## config.mk

```make
export PLATFORM = sky130hd
export DESIGN_NAME = rrs_reset_release
export DESIGN_NICKNAME = d
export VERILOG_FILES = /design/src/rtl/rrs_sync.sv /design/src/rtl/rrs_reset_release.sv
export SDC_FILE = /design/constraint.sdc
export NUM_CORES = 1
export LEC_CHECK = 0
export BUFFER_PORTS_ARGS = -buffer_cell sky130_fd_sc_hd__buf_4
export CAP_MARGIN = 20
export CORE_ASPECT_RATIO = 0.7
export CORE_MARGIN = 1
export CORE_UTILIZATION = 44
export CTS_CLUSTER_SIZE = 20
export DETAILED_ROUTE_END_ITERATION = 16
export MAX_ROUTING_LAYER = met4
export PLACE_DENSITY = 0.77
export SYNTH_ARGS = -nofsm -noshare
export SYNTH_HDL_FRONTEND = slang
export SYNTH_SLANG_ARGS = --single-unit
```

## constraint.sdc

```tcl
create_clock -name core_clk -period 1.8 [get_ports core_clk]
set_input_delay 0.36 -clock core_clk [delete_from_list [all_inputs] [get_ports core_clk]]
set_output_delay 0.36 -clock core_clk [all_outputs]
set_load 0.1 [all_outputs]
```

## src/rtl/rrs_sync.sv

```systemverilog
// constants package and the two-flop pin synchroniser for the reset/strap block
package rrs_pkg;
  // ==========================================================
  // timing
  localparam int CLK_PERIOD_NS = 10;
  localparam int STRAP_DELAY_NS = 1500;
  localparam int STRAP_CYCLES = (STRAP_DELAY_NS + CLK_PERIOD_NS - 1) / CLK_PERIOD_NS;
  localparam logic [7:0] STRAP_LAST = 8'(STRAP_CYCLES - 1);
  localparam int QUIET_MS = 500;
  localparam int QUIET_CYCLES = (QUIET_MS * 1000000) / CLK_PERIOD_NS;
  localparam int QUIET_W = 26;
  // ==========================================================
  // pin counts, field widths and reset values
  localparam int GP_PINS = 20;
  localparam int STRAP_PINS = 8;
  localparam int TEST_MODE_SELECT_W = 3;
  localparam logic [TEST_MODE_SELECT_W-1:0] TEST_MODE_SELECT_NORMAL = 3'h0;
  localparam logic [19:0] GP_UNUSED_MASK_RST = 20'h00000;
  localparam logic SYNC_RST_VAL = 1'b0;

  typedef enum logic [1:0] {
    RRS_S_RESET = 2'b00,
    RRS_S_STRAP = 2'b01,
    RRS_S_RUN = 2'b10
  } rrs_state_t;
endpackage : rrs_pkg

`timescale 1ns/100ps

module rrs_sync #(
  parameter int WIDTH = 1
) (
  input wire logic core_clk,
  input wire logic sys_rst,
  input wire logic [WIDTH-1:0] async_in,
  output logic [WIDTH-1:0] sync_out
);
  logic [WIDTH-1:0] meta_reg;

  // first stage is read only by the second stage
  always_ff @(posedge core_clk) begin
    if (sys_rst) begin
      meta_reg <= {WIDTH{rrs_pkg::SYNC_RST_VAL}};
      sync_out <= {WIDTH{rrs_pkg::SYNC_RST_VAL}};
    end else begin
      meta_reg <= async_in;
      sync_out <= meta_reg;
    end
  end
endmodule : rrs_sync

```

## src/rtl/rrs_reset_release.sv

```systemverilog
// power-on reset release, output safing, test strap sampling and bus quiet timer
// ==========================================================
`timescale 1ns/100ps

module rrs_reset_release #(
  parameter int QUIET_CYCLES = rrs_pkg::QUIET_CYCLES,
  parameter logic [19:0] GP_UNUSED_MASK = rrs_pkg::GP_UNUSED_MASK_RST
) (
  input wire logic core_clk,
  input wire logic sys_rst,
  input wire logic power_on_reset_n,
  input wire logic mirror_park_request_n,
  input wire logic [7:0] test_strap_in,
  input wire logic [7:0] test_obs_data,
  input wire logic core_flash_clock,
  input wire logic core_flash_out,
  input wire logic core_flash_select0_n,
  input wire logic core_flash_select1_n,
  input wire logic [19:0] core_gp_out,
  input wire logic [19:0] core_gp_oe,
  input wire logic core_light_select0,
  input wire logic core_light_select1,
  input wire logic core_mirror_enable_n,
  output logic flash_serial_clock,
  output logic flash_serial_clock_oe,
  output logic flash_serial_out,
  output logic flash_serial_out_oe,
  output logic flash_select0_n,
  output logic flash_select0_n_oe,
  output logic flash_select1_n,
  output logic flash_select1_n_oe,
  output logic [19:0] general_pins_out,
  output logic [19:0] general_pins_oe,
  output logic light_source_select0,
  output logic light_source_select1,
  output logic mirror_array_enable_n,
  output logic [7:0] test_strap_out,
  output logic [7:0] test_strap_oe,
  output logic [2:0] test_mode_select,
  output logic functional_mode,
  output logic config_start,
  output logic bus_quiet_done
);
  // ==========================================================
  // pin synchronisers
  logic por_s;
  logic park_s;
  logic [7:0] strap_s;

  // host keeps the pin low until power is good, so a sampled high means released
  rrs_sync #(.WIDTH(10)) u_sync (
    .core_clk(core_clk),
    .sys_rst(sys_rst),
    .async_in({power_on_reset_n, mirror_park_request_n, test_strap_in}),
    .sync_out({por_s, park_s, strap_s})
  );

  // pin reset seen two cycles late; outputs safe one cycle after that
  logic in_rst;
  assign in_rst = sys_rst | ~por_s;

  // ==========================================================
  // sequencer state
  rrs_pkg::rrs_state_t state_reg, state_next;
  logic por_q_reg, por_q_next;
  logic [7:0] cnt_reg, cnt_next;
  logic [2:0] test_mode_select_reg, test_mode_select_next;
  logic start_reg, start_next;
  logic [rrs_pkg::QUIET_W-1:0] quiet_reg, quiet_next;
  logic quiet_done_reg, quiet_done_next;
  logic strap_done;

  assign strap_done = (state_reg == rrs_pkg::RRS_S_STRAP) && (cnt_reg == rrs_pkg::STRAP_LAST);

  always_comb begin
    state_next = state_reg;
    cnt_next = cnt_reg;
    test_mode_select_next = test_mode_select_reg;
    start_next = 1'b0;
    por_q_next = in_rst ? 1'b0 : por_s;
    quiet_next = quiet_reg;
    quiet_done_next = quiet_done_reg;
    if (in_rst) begin
      state_next = rrs_pkg::RRS_S_RESET;
      cnt_next = 8'h00;
      test_mode_select_next = rrs_pkg::TEST_MODE_SELECT_NORMAL;
    end else begin
      case (state_reg)
        rrs_pkg::RRS_S_RESET: begin
          if (por_s && !por_q_reg) begin
            state_next = rrs_pkg::RRS_S_STRAP;
            start_next = 1'b1;
            cnt_next = 8'h00;
          end
        end
        rrs_pkg::RRS_S_STRAP: begin
          if (strap_done) begin
            state_next = rrs_pkg::RRS_S_RUN;
            // a pulled-up pin on strap_s[2:0] here selects a test mode
            test_mode_select_next = strap_s[2:0];
          end else begin
            cnt_next = cnt_reg + 8'h01;
          end
        end
        rrs_pkg::RRS_S_RUN: begin
          state_next = rrs_pkg::RRS_S_RUN;
        end
        default: begin
          state_next = rrs_pkg::RRS_S_RESET;
        end
      endcase
    end
    // host-side quiet period, restarted whenever reset or park drops
    if (in_rst || !park_s) begin
      quiet_next = '0;
      quiet_done_next = 1'b0;
    end else if (!quiet_done_reg) begin
      if (quiet_reg == rrs_pkg::QUIET_W'(QUIET_CYCLES - 1)) begin
        quiet_done_next = 1'b1;
      end else begin
        quiet_next = quiet_reg + 1'b1;
      end
    end
  end

  always_ff @(posedge core_clk) begin
    if (sys_rst) begin
      state_reg <= rrs_pkg::RRS_S_RESET;
      por_q_reg <= 1'b0;
      cnt_reg <= 8'h00;
      test_mode_select_reg <= rrs_pkg::TEST_MODE_SELECT_NORMAL;
      start_reg <= 1'b0;
      quiet_reg <= '0;
      quiet_done_reg <= 1'b0;
    end else begin
      state_reg <= state_next;
      por_q_reg <= por_q_next;
      cnt_reg <= cnt_next;
      test_mode_select_reg <= test_mode_select_next;
      start_reg <= start_next;
      quiet_reg <= quiet_next;
      quiet_done_reg <= quiet_done_next;
    end
  end

  // ==========================================================
  // pin outputs, all registered
  logic [3:0] fl_oe_next;
  logic [19:0] gp_oe_next;
  logic [2:0] safe_next;
  logic [7:0] tp_oe_next;
  logic func_next;

  always_comb begin
    fl_oe_next = in_rst ? 4'h0 : 4'hf;
    gp_oe_next = in_rst ? 20'h00000 : (core_gp_oe | GP_UNUSED_MASK);
    // forced low rather than floated: these have no board pulls to rely on
    safe_next = in_rst ? 3'h0 : {core_mirror_enable_n, core_light_select1,
                                 core_light_select0};
    tp_oe_next = (!in_rst && state_next == rrs_pkg::RRS_S_RUN) ? 8'hff : 8'h00;
    func_next = !in_rst && (state_reg == rrs_pkg::RRS_S_RUN)
                && (test_mode_select_reg == rrs_pkg::TEST_MODE_SELECT_NORMAL);
  end

  always_ff @(posedge core_clk) begin
    if (sys_rst) begin
      {flash_serial_clock_oe, flash_serial_out_oe, flash_select0_n_oe, flash_select1_n_oe} <= 4'h0;
      general_pins_oe <= 20'h00000;
      {mirror_array_enable_n, light_source_select1, light_source_select0} <= 3'h0;
      test_strap_oe <= 8'h00;
      functional_mode <= 1'b0;
      flash_serial_clock <= 1'b0;
      flash_serial_out <= 1'b0;
      flash_select0_n <= 1'b1;
      flash_select1_n <= 1'b1;
      general_pins_out <= 20'h00000;
      test_strap_out <= 8'h00;
    end else begin
      {flash_serial_clock_oe, flash_serial_out_oe, flash_select0_n_oe, flash_select1_n_oe} <=
        fl_oe_next;
      general_pins_oe <= gp_oe_next;
      {mirror_array_enable_n, light_source_select1, light_source_select0} <= safe_next;
      test_strap_oe <= tp_oe_next;
      functional_mode <= func_next;
      flash_serial_clock <= core_flash_clock;
      flash_serial_out <= core_flash_out;
      flash_select0_n <= core_flash_select0_n;
      flash_select1_n <= core_flash_select1_n;
      general_pins_out <= core_gp_out;
      test_strap_out <= test_obs_data;
    end
  end

  assign test_mode_select = test_mode_select_reg;
  assign config_start = start_reg;
  assign bus_quiet_done = quiet_done_reg;

  // ==========================================================
  // assertions
  AST_CFG_START: assert property (@(posedge core_clk) disable iff (sys_rst)
    (por_s && !por_q_reg && state_reg == rrs_pkg::RRS_S_RESET)
      |=> config_start ##1 !config_start)
    else $error("config start did not pulse on reset release");
  AST_TRISTATE: assert property (@(posedge core_clk) disable iff (sys_rst)
    !por_s |=> !flash_serial_clock_oe && !flash_serial_out_oe && general_pins_oe == 20'h00000)
    else $error("flash or general pins driven during reset");
  AST_FORCE_LOW: assert property (@(posedge core_clk) disable iff (sys_rst)
    !por_s |=> !light_source_select0 && !light_source_select1 && !mirror_array_enable_n)
    else $error("light selects or mirror enable not low during reset");
  AST_INACTIVE: assert property (@(posedge core_clk) disable iff (sys_rst)
    (!por_s)[*2] |-> !flash_select0_n_oe && !flash_select1_n_oe && !functional_mode)
    else $error("active output during reset");
  AST_STRAP_HIZ: assert property (@(posedge core_clk) disable iff (sys_rst)
    config_start |-> (test_strap_oe == 8'h00)[*8])
    else $error("test pins driven before strap sampling");
  AST_STRAP_DRIVE: assert property (@(posedge core_clk) disable iff (sys_rst)
    (strap_done && !in_rst)
      |=> test_strap_oe == 8'hff ##1 (test_strap_oe == 8'hff || $past(in_rst)))
    else $error("test pins not driven after sampling");
  AST_TEST_MODE_SELECT: assert property (@(posedge core_clk) disable iff (sys_rst)
    (strap_done && !in_rst) |=> test_mode_select == $past(strap_s[2:0]))
    else $error("test mode select does not match sampled pins");
  AST_UNUSED_OUT: assert property (@(posedge core_clk) disable iff (sys_rst)
    (!in_rst && state_reg == rrs_pkg::RRS_S_RUN)
      |=> (general_pins_oe & GP_UNUSED_MASK) == GP_UNUSED_MASK)
    else $error("unused general pins not driven after release");
  AST_NORMAL: assert property (@(posedge core_clk) disable iff (sys_rst)
    (!in_rst && state_reg == rrs_pkg::RRS_S_RUN && test_mode_select == 3'h0) |=> functional_mode)
    else $error("zero test mode did not select normal operation");
  AST_QUIET: assert property (@(posedge core_clk) disable iff (sys_rst)
    (!park_s || !por_s) |=> !bus_quiet_done)
    else $error("quiet period reported done while park or reset low");

  COV_RELEASE: cover property (@(posedge core_clk) disable iff (sys_rst) config_start);
  COV_RUN_NORMAL: cover property (@(posedge core_clk) disable iff (sys_rst) $rose(functional_mode));
  COV_TEST_MODE: cover property (@(posedge core_clk) disable iff (sys_rst)
    state_reg == rrs_pkg::RRS_S_RUN && test_mode_select != 3'h0);
  COV_QUIET: cover property (@(posedge core_clk) disable iff (sys_rst) $rose(bus_quiet_done));
endmodule : rrs_reset_release

```

==> results.cfg, run 1 <==
[synthesis]
netlist_area_mm2 = 0.00383
synth-edff-count = 0
synth_most_common_cell = dfxtp_1
synth_area_leader_cell = dfxtp_1
syn_inst = 368
ys_top_cells_by_count = 110 x dfxtp_1, 42 x nor2b_1, 37 x nor2_1
synthArstFlopShare = 0
synth_top_cell_area_share = 0.575
ys_seq_elements = 110
synth.distinct_cells = 42
synth-main-ff-cell = dfxtp_1
ys.warnings.count = 0
syn-num-nets = 438
ys_top_cells_by_area = dfxtp_1 58%, nor2b_1 6.9%, and2_1 4.2%
avgSynthCellArea_um2 = 10.4
yosysSeqAreaShare = 0.575

[pwr]
p_per_area_mw_per_mm2 = 916
seqPwrFrac = 0.509
ir_drop_v = 0.000790
clkPwrFrac = 0.368
p_int_mw = 3.61
p_sw_frac = 0.267
finalPower_mw = 4.92
switchingPower_mw = 1.32
p_comb_frac = 0.123
p_leak_nw = 2.30

[finish]
synthToLayoutAreaGrowth_pct = 40.4
multi_input_area_mm2 = 0.00153
largest_reg_flops = 26
fin_area_mm2 = 0.00538
layout-drive-gt1-share = 0.395
fillers = 670
seq_area_mm2 = 0.00221
diodes = 0
fin_util = 0.637
nets = 585

[worst_setup_path]
path_max_fanout = 11
r2r-start = quiet_reg[1]$_SDFFE_PP0P_
startpoint = quiet_reg[1]$_SDFFE_PP0P_
r2r_setup_slack_ns = 0.02
path_class = flip-flop to flip-flop
crit_arrival_ns = 2.02
rr_worst_depth = 7
crit_end = quiet_reg[13]$_SDFFE_PP0P_
r2r-end = quiet_reg[13]$_SDFFE_PP0P_
crit_required_ns = 2.04
cp-end-kind = flip-flop
cp-start-kind = flip-flop

[sta]
finalCriticalPeriod_ns = 1.78
setup_ws_ns = 0.0196
rsz0062_at_grt = true
fmax_ghz = 0.562
slew_viol_final = 0
fin_skew_ns = 0.00569
max_slew_margin = 0.674
setup_violations = 0
final.setup.tns_ns = 0
tightest_slew_ns = 0.485
post-route-period-util = 0.989
finalHoldViolations = 0

[route]
wire_per_inst_um = 11.7
vias = 2956
first_pass_iters = 4
drtAntennaViolNets = 0
wl_mm = 7.50
drc = 0
dr.first_iter.drc_count = 104
vias_per_cell = 4.63

[global_routing]
grt_pass1_vias = 2776
grt_max_degree = 44
track_usage = 0.173
antenna_found_initial = 0
gr-total-overflow = 0
grt_pass1_wl_mm = 11.9

[clock_network]
cts_hold_buf = 0
clock_latency_ns = 0.34
numCtsBuffers = 9
tritoncts = done
clkTransAtPathRegs_ns = 0.07
ctsLongestPathBuffers = 2
clock-root-buffer = clkbuf_16
htreeDepth = 3
clock-sinks = 110

[outcome]
status = completed

[min_path]
min_path_cells = 2
min_path_type = primary input to flip-flop

[die]
core_area_mm2 = 0.00844
die_x_um = 113
io_pins = 140
die_h_um = 80.0
initial_utilization = 0.453
die_area_mm2 = 0.00908
rows = 28

[place]
place_area_mm2 = 0.00507
gp_congestion = 0.799
io_buffers = 134
post-place-ws_ns = -0.0148
post-dp-hpwl_mm = 5.51

[flow_run]
drv_cap = 0
==> power groups by stage <==
stage | Combinational, mW | Sequential (mW) | Clock (mW)
after detailed placement | 0.611 | 2.56 | 0
after global placement | 0.608 | 2.56 | 0
after global routing | 0.629 | 2.51 | 1.95
after floorplan | 0.0719 | 2.91 | 0
final | 0.607 | 2.51 | 1.81
after CTS | 0.611 | 2.51 | 1.87
==> metrics by stage <==
stage                     cells  hold slack (ns)
after floorplan             368            0.414
after global placement      623            0.430
after detailed placement    623            0.422
after CTS                   639            0.187
after global routing        639            0.182
final                       639            0.196
==> logic make-up (layout without fill, tap and decap cells) <==
family | after synthesis | in the layout | share of synthesized area
compound gates | 25 | 25 | 0.0523
mux | 5 | 5 | 0.0134
fa+ha+maj | 3 | 3 | 0.00980
flops | 110 | 110 | 0.575
simple gates | 177 | 177 | 0.260
buf+inv | 27 | 178 | 0.0389
xor+xnor | 21 | 21 | 0.0500
==> routing by layer <==
layer	up-vias	wire, um	GRT usage	part of all wire
met5	-	0	-	0
met4	0	96	0.0579	0.013
met3	9	558	0.0645	0.074
met2	111	3360	0.275	0.45
met1	1341	3490	0.203	0.46
li1	1495	-	-	-
==> what timing repair did <==
item | CTS | global route
pin swaps | 2 | 2
resized for setup | 2 | 4
endpoints found under the setup margin | 6 | 11
gates cloned | 0 | 0
setup buffers | 1 | 0
==> how the worst min path moves through the flow <==
stage,start,end
4_1_cts,core_flash_select0_n,flash_select0_n$_SDFF_PP1_
2_1_floorplan,u_sync.meta_reg[0]$_SDFF_PP0_,u_sync.sync_out[0]$_SDFF_PP0_
3_5_place_dp,u_sync.meta_reg[2]$_SDFF_PP0_,u_sync.sync_out[2]$_SDFF_PP0_
5_1_grt,core_flash_select0_n,flash_select0_n$_SDFF_PP1_
6_report,core_flash_select0_n,flash_select0_n$_SDFF_PP1_
3_3_place_gp,u_sync.meta_reg[8]$_SDFF_PP0_,u_sync.sync_out[8]$_SDFF_PP0_
==> cell usage in the layout, fill, tap and decap left out, types with 2 or more instances in the layout <==
cell type  Yosys  layout
nand4_1       10      10
xnor2_1        4       4
nor2_1        37      37
mux2i_1        4       4
or4_1          4       3
clkbuf_16      0       9
o211ai_1       4       4
clkinv_2       0       2
ha_1           3       2
and2_1        26      26
a21oi_2        5       5
or3_1          6       6
nor3_1         5       4
nand3_1       10      10
buf_4         10     157
or2_2          3       3
nand2b_1       2       2
inv_1          4       4
nor4b_1        4       4
dfxtp_2        0       4
dfxtp_1      110     105
nor2b_1       42      42
o21ai_2        6       5
a21oi_1        2       2
xor2_1        16      16
o21ai_0        4       4
nand2_1       18      17
and3_1         4       4
==> worst max-delay path, stage by stage, from the launching register on <==
cell     delay (ns)
dfxtp_4        0.37
ha_4           0.15
nand2_4        0.05
or4_4          0.61
o21ai_4        0.17
buf_12         0.15
or3_1          0.12
a21oi_2        0.05
==> final cells by class <==
cell class | count | area share
Inverter | 5 | 0.00349
Clock inverter | 6 | 0.00861
Tap cell | 120 | 0.0279
Sequential cell | 110 | 0.411
Clock buffer | 9 | 0.0419
Timing Repair Buffer | 158 | 0.223
Multi-Input combinational cell | 231 | 0.284
Note: power is estimated with default switching activity, not from simulation.
==> inputs of run 2 (changes only) <==
--- a/config.mk
+++ b/config.mk
@@ -7,2 +7,3 @@
 export LEC_CHECK = 0
+export ABC_AREA = 1
 export BUFFER_PORTS_ARGS = -buffer_cell sky130_fd_sc_hd__buf_4
@@ -11,3 +12,3 @@
 export CORE_MARGIN = 1
-export CORE_UTILIZATION = 44
+export CORE_UTILIZATION = 45
 export CTS_CLUSTER_SIZE = 20
--- a/constraint.sdc
+++ b/constraint.sdc
@@ -3,2 +3,2 @@
 set_output_delay 0.36 -clock core_clk [all_outputs]
-set_load 0.1 [all_outputs]
+set_load 0.05 [all_outputs]
==> results.cfg, run 2 <==
[outcome]
status = completed

[route]
drc = 0
wl_mm = 10.6
vias = 4101
wire_per_inst_um = 11.9
drtAntennaViolNets = 0
dr.first_iter.drc_count = 282
vias_per_cell = 4.62
first_pass_iters = 6

[synthesis]
syn_inst = 609
ys_top_cells_by_count = 143 x nand2_1, 124 x nor2_1, 110 x dfxtp_1
ys_top_cells_by_area = dfxtp_1 50%, nand2_1 12%, nor2_1 11%
synth.distinct_cells = 24
netlist_area_mm2 = 0.00441
avgSynthCellArea_um2 = 7.24
ys_seq_elements = 110
synth-main-ff-cell = dfxtp_1
yosysSeqAreaShare = 0.500
ys.warnings.count = 0
synth_top_cell_area_share = 0.500
synth-edff-count = 0
synthArstFlopShare = 0
syn-num-nets = 679
synth_most_common_cell = nand2_1
synth_area_leader_cell = dfxtp_1

[sta]
post-route-period-util = 0.924
rsz0062_at_grt = false
final.setup.tns_ns = 0
slew_viol_final = 0
hold_slack_ns = 0.193
finalCriticalPeriod_ns = 1.66
finalHoldViolations = 0
fin_skew_ns = 0.00867
setup_violations = 0
tightest_slew_ns = 0.437
fmax_ghz = 0.601
max_slew_margin = 0.709

[global_routing]
track_usage = 0.223
grt_pass1_vias = 3873
antenna_found_initial = 0
gr-total-overflow = 0
grt_pass1_wl_mm = 17.5
grt_max_degree = 45

[worst_setup_path]
path_buf_inv = 1
cp_cell_sequence = ha_1 > nand2_2 > nor2_4 > buf_4 > and2_4 > nand3_4 > nand2_8 > nand2_1 > a21oi_1
crit_arrival_ns = 1.94
cp_top_family = simple AND/OR/NAND/NOR gates
max_stage_delay_ns = 0.35
cp-start-kind = flip-flop
path_max_fanout = 25
startpoint = quiet_reg[0]$_SDFFE_PP0P_
slowest_stage = dfxtp_1
r2r-start = quiet_reg[0]$_SDFFE_PP0P_
cp-end-kind = flip-flop
crit_required_ns = 2.08
path_class = flip-flop to flip-flop

[pwr]
p_leak_nw = 2.82
finalPower_mw = 4.89
ir_drop_v = 0.000540
p_per_area_mw_per_mm2 = 821

[place]
dpl.cell_count = 871
gp_congestion = 0.948
io_buffers = 134
post-dp-hpwl_mm = 7.97

[finish]
layout-drive-gt1-share = 0.251
final_cell_mix = 162 x buf_4, 143 x nand2_1, 124 x nor2_1
layout_commonest_cell = buf_4
diodes = 0
fin_cells = 888
fin_util = 0.640
largest_reg_flops = 26
nets = 829
fillers = 809
synthToLayoutAreaGrowth_pct = 35.0

[clock_network]
ctsLongestPathBuffers = 2
clock-root-buffer = clkbuf_16
clkTransAtPathRegs_ns = 0.08
clock_latency_ns = 0.35
post_cts_buffers = 0
tritoncts = done
numCtsBuffers = 9
cts_hold_buf = 0
clock-sinks = 110
htreeDepth = 3

[die]
die_area_mm2 = 0.0102
initial_utilization = 0.474
die_h_um = 84.8
core_area_mm2 = 0.00929
die_x_um = 120
rows = 29
io_pins = 140

[min_path]
hp-start = core_flash_select0_n
min_path_type = primary input to flip-flop

[flow_run]
drv_cap = 0
## run 2: kinds of logic (layout without fill, tap and decap cells)
| logic type | after synthesis | count (layout) | synth area share |
|---|---|---|---|
| buffers and inverters | 126 | 280 | 0.121 |
| flip-flops | 110 | 110 | 0.500 |
| XOR/XNOR | 18 | 18 | 0.0358 |
| adder cells (fa/ha/maj) | 3 | 3 | 0.00852 |
| AO/OA/AOI/OAI | 39 | 39 | 0.0443 |
| AND/OR/NAND/NOR | 313 | 314 | 0.291 |
## run 2: per-layer routing
metal / GRT usage / vias to the layer above / part of all wire
met5: - / - / 0
met4: 0.0662 / 0 / 0.014
met3: 0.0543 / 15 / 0.069
met2: 0.343 / 136 / 0.45
met1: 0.291 / 1852 / 0.47
li1: - / 2098 / -
## run 2: path summary, 6_finish.rpt
kind | to | slack [ns] | cells after the start
min reg2reg | u_sync.sync_out[0]$_SDFF_PP0_ | 0.41 | 2
min | flash_select0_n$_SDFF_PP1_ | 0.19 | 2
max | quiet_reg[4]$_SDFFE_PP0P_ | 0.14 | 9
max reg2reg | quiet_reg[4]$_SDFFE_PP0P_ | 0.14 | 9
## run 2: stage by stage
step           worst slack, ns  area, um^2
5_1_grt               0.000112        5950
2_1_floorplan            0.238        4410
6_report                 0.136        5950
3_5_place_dp            -0.195        5630
4_1_cts                 0.0788        5930
3_3_place_gp            -0.128        5630
## run 2: power breakdown
part | switching (mW) | internal [mW]
clock | 0.931 | 1.00
sequential | 0.0163 | 2.49
combinational | 0.274 | 0.173
total | 1.22 | 3.66
## run 2: final cells by class
| cell class | instances | area (um^2) | area share |
|---|---|---|---|
| Clock buffer | 10 | 239 | 0.0402 |
| Clock inverter | 6 | 56.3 | 0.00947 |
| Inverter | 102 | 383 | 0.0644 |
| Multi-Input combinational cell | 374 | 1700 | 0.285 |
| Sequential cell | 110 | 2200 | 0.370 |
| Tap cell | 124 | 155 | 0.0261 |
| Timing Repair Buffer | 162 | 1220 | 0.204 |
## run 2: repair_timing
item | CTS | global route
resized for setup | 1 | 3
gates cloned | 0 | 1
endpoints found under the setup margin | 26 | 29
==> inputs of run 3 (changes only) <==
Settings changed: CTS_BUF_LIST set to sky130_fd_sc_hd__clkbuf_8.
==> results.cfg, run 3 (same netlist as run 2, synthesis figures left out) <==
[outcome]
status = completed

[die]
die_x_um = 120
initial_utilization = 0.474
io_pins = 140
die_h_um = 84.8
die_area_mm2 = 0.0102
core_area_mm2 = 0.00929
rows = 29

[pwr]
ir_drop_v = 0.000515
p_leak_nw = 2.77
p_per_area_mw_per_mm2 = 751

[finish]
largest_reg_flops = 26
layout-drive-gt1-share = 0.255
final_cell_mix = 162 x buf_4, 143 x nand2_1, 124 x nor2_1
fillers = 837
seq_area_mm2 = 0.00220
diodes = 0
layout_commonest_cell = buf_4
multi_input_area_mm2 = 0.00170
synthToLayoutAreaGrowth_pct = 32.8
nets = 829

[place]
io_buffers = 134
post-place-ws_ns = -0.195
gp_congestion = 0.948
post-dp-hpwl_mm = 7.97

[worst_setup_path]
crit_arrival_ns = 1.95
path_max_fanout = 25
startpoint = quiet_reg[0]$_SDFFE_PP0P_
cp-end-kind = flip-flop
cp-start-kind = flip-flop
path_class = flip-flop to flip-flop
r2r-start = quiet_reg[0]$_SDFFE_PP0P_
crit_required_ns = 2.11

[global_routing]
track_usage = 0.221
grt_pass1_vias = 3893
gr-total-overflow = 0
antenna_found_initial = 0
grt_pass1_wl_mm = 17.3
grt_max_degree = 45

[sta]
final.setup.tns_ns = 0
setup_ws_ns = 0.157
fin_skew_ns = 0.00835
rsz0062_at_grt = false
tightest_slew_ns = 0.430
post-route-period-util = 0.913
fmax_ghz = 0.609
max_slew_margin = 0.713
finalHoldViolations = 0
finalCriticalPeriod_ns = 1.64
setup_violations = 0
slew_viol_final = 0

[min_path]
hp-start = core_flash_select0_n
min_path_type = primary input to flip-flop

[clock_network]
ctsLongestPathBuffers = 2
clock_latency_ns = 0.38
htreeDepth = 3
clock-root-buffer = clkbuf_8
tritoncts = done
numCtsBuffers = 9
cts_hold_buf = 0
clkTransAtPathRegs_ns = 0.10
post_cts_buffers = 0
clock-sinks = 110

[route]
wl_mm = 10.5
dr.first_iter.drc_count = 248
vias = 4046
vias_per_cell = 4.56
wire_per_inst_um = 11.8
drtAntennaViolNets = 0
first_pass_iters = 4
drc = 0

[flow_run]
drv_cap = 0
## run 3: per-layer routing
layer | wire (um) | GRT usage
met5 | 0 | -
met4 | 61 | 0.0685
met3 | 830 | 0.0543
met2 | 4660 | 0.339
met1 | 4920 | 0.287
## run 3: area by class of cell
class / count / area share
clock buffer: 10 / 0.0235
tap: 124 / 0.0265
inverter: 102 / 0.0654
multi-input combinational: 374 / 0.290
clock inverter: 6 / 0.00962
sequential: 110 / 0.377
timing repair buffer: 162 / 0.208
## run 3: worst max-delay path, cell delays in order, from the launching register on
cell,delay (ns)
dfxtp_1,0.35
ha_2,0.19
nand2_2,0.08
nor2_4,0.12
buf_4,0.16
and2_4,0.15
nand3_4,0.10
nand2_8,0.18
nand2_1,0.07
a21oi_1,0.15
## run 3: repair_timing
item                                    4_1_cts  5_1_grt
endpoints found under the setup margin       26       30
pin swaps                                     0        1
hold endpoints to repair                      0        0
gates cloned                                  0        1
resized for setup                             1        6
## run 3: stage by stage
stage               instances   util  instance area, um^2  power [mW]  hold slack (ns)
floorplan                 609      -                 4410        2.81            0.388
global placement          871  0.606                 5630        3.00            0.389
detailed placement        871  0.606                 5630        3.01            0.398
CTS                       887  0.627                 5830        4.45            0.135
global route              888  0.630                 5850        4.57            0.135
finish                    888  0.630                 5850        4.39            0.164
## run 3: final timing paths
check	endpoint	slack, ns	cells past startpoint
setup reg to reg	quiet_reg[8]$_SDFFE_PP0P_	0.16	9
hold reg to reg	u_sync.sync_out[9]$_SDFF_PP0_	0.42	2
setup / recovery	quiet_reg[8]$_SDFFE_PP0P_	0.16	9
hold / removal	flash_select0_n$_SDFF_PP1_	0.16	2
## run 3: power by group
| group | total (mW) | switching, mW | internal, mW |
|---|---|---|---|
| Sequential | 2.51 | 0.0162 | 2.49 |
| Clock | 1.44 | 0.875 | 0.566 |
| Combinational | 0.446 | 0.273 | 0.173 |
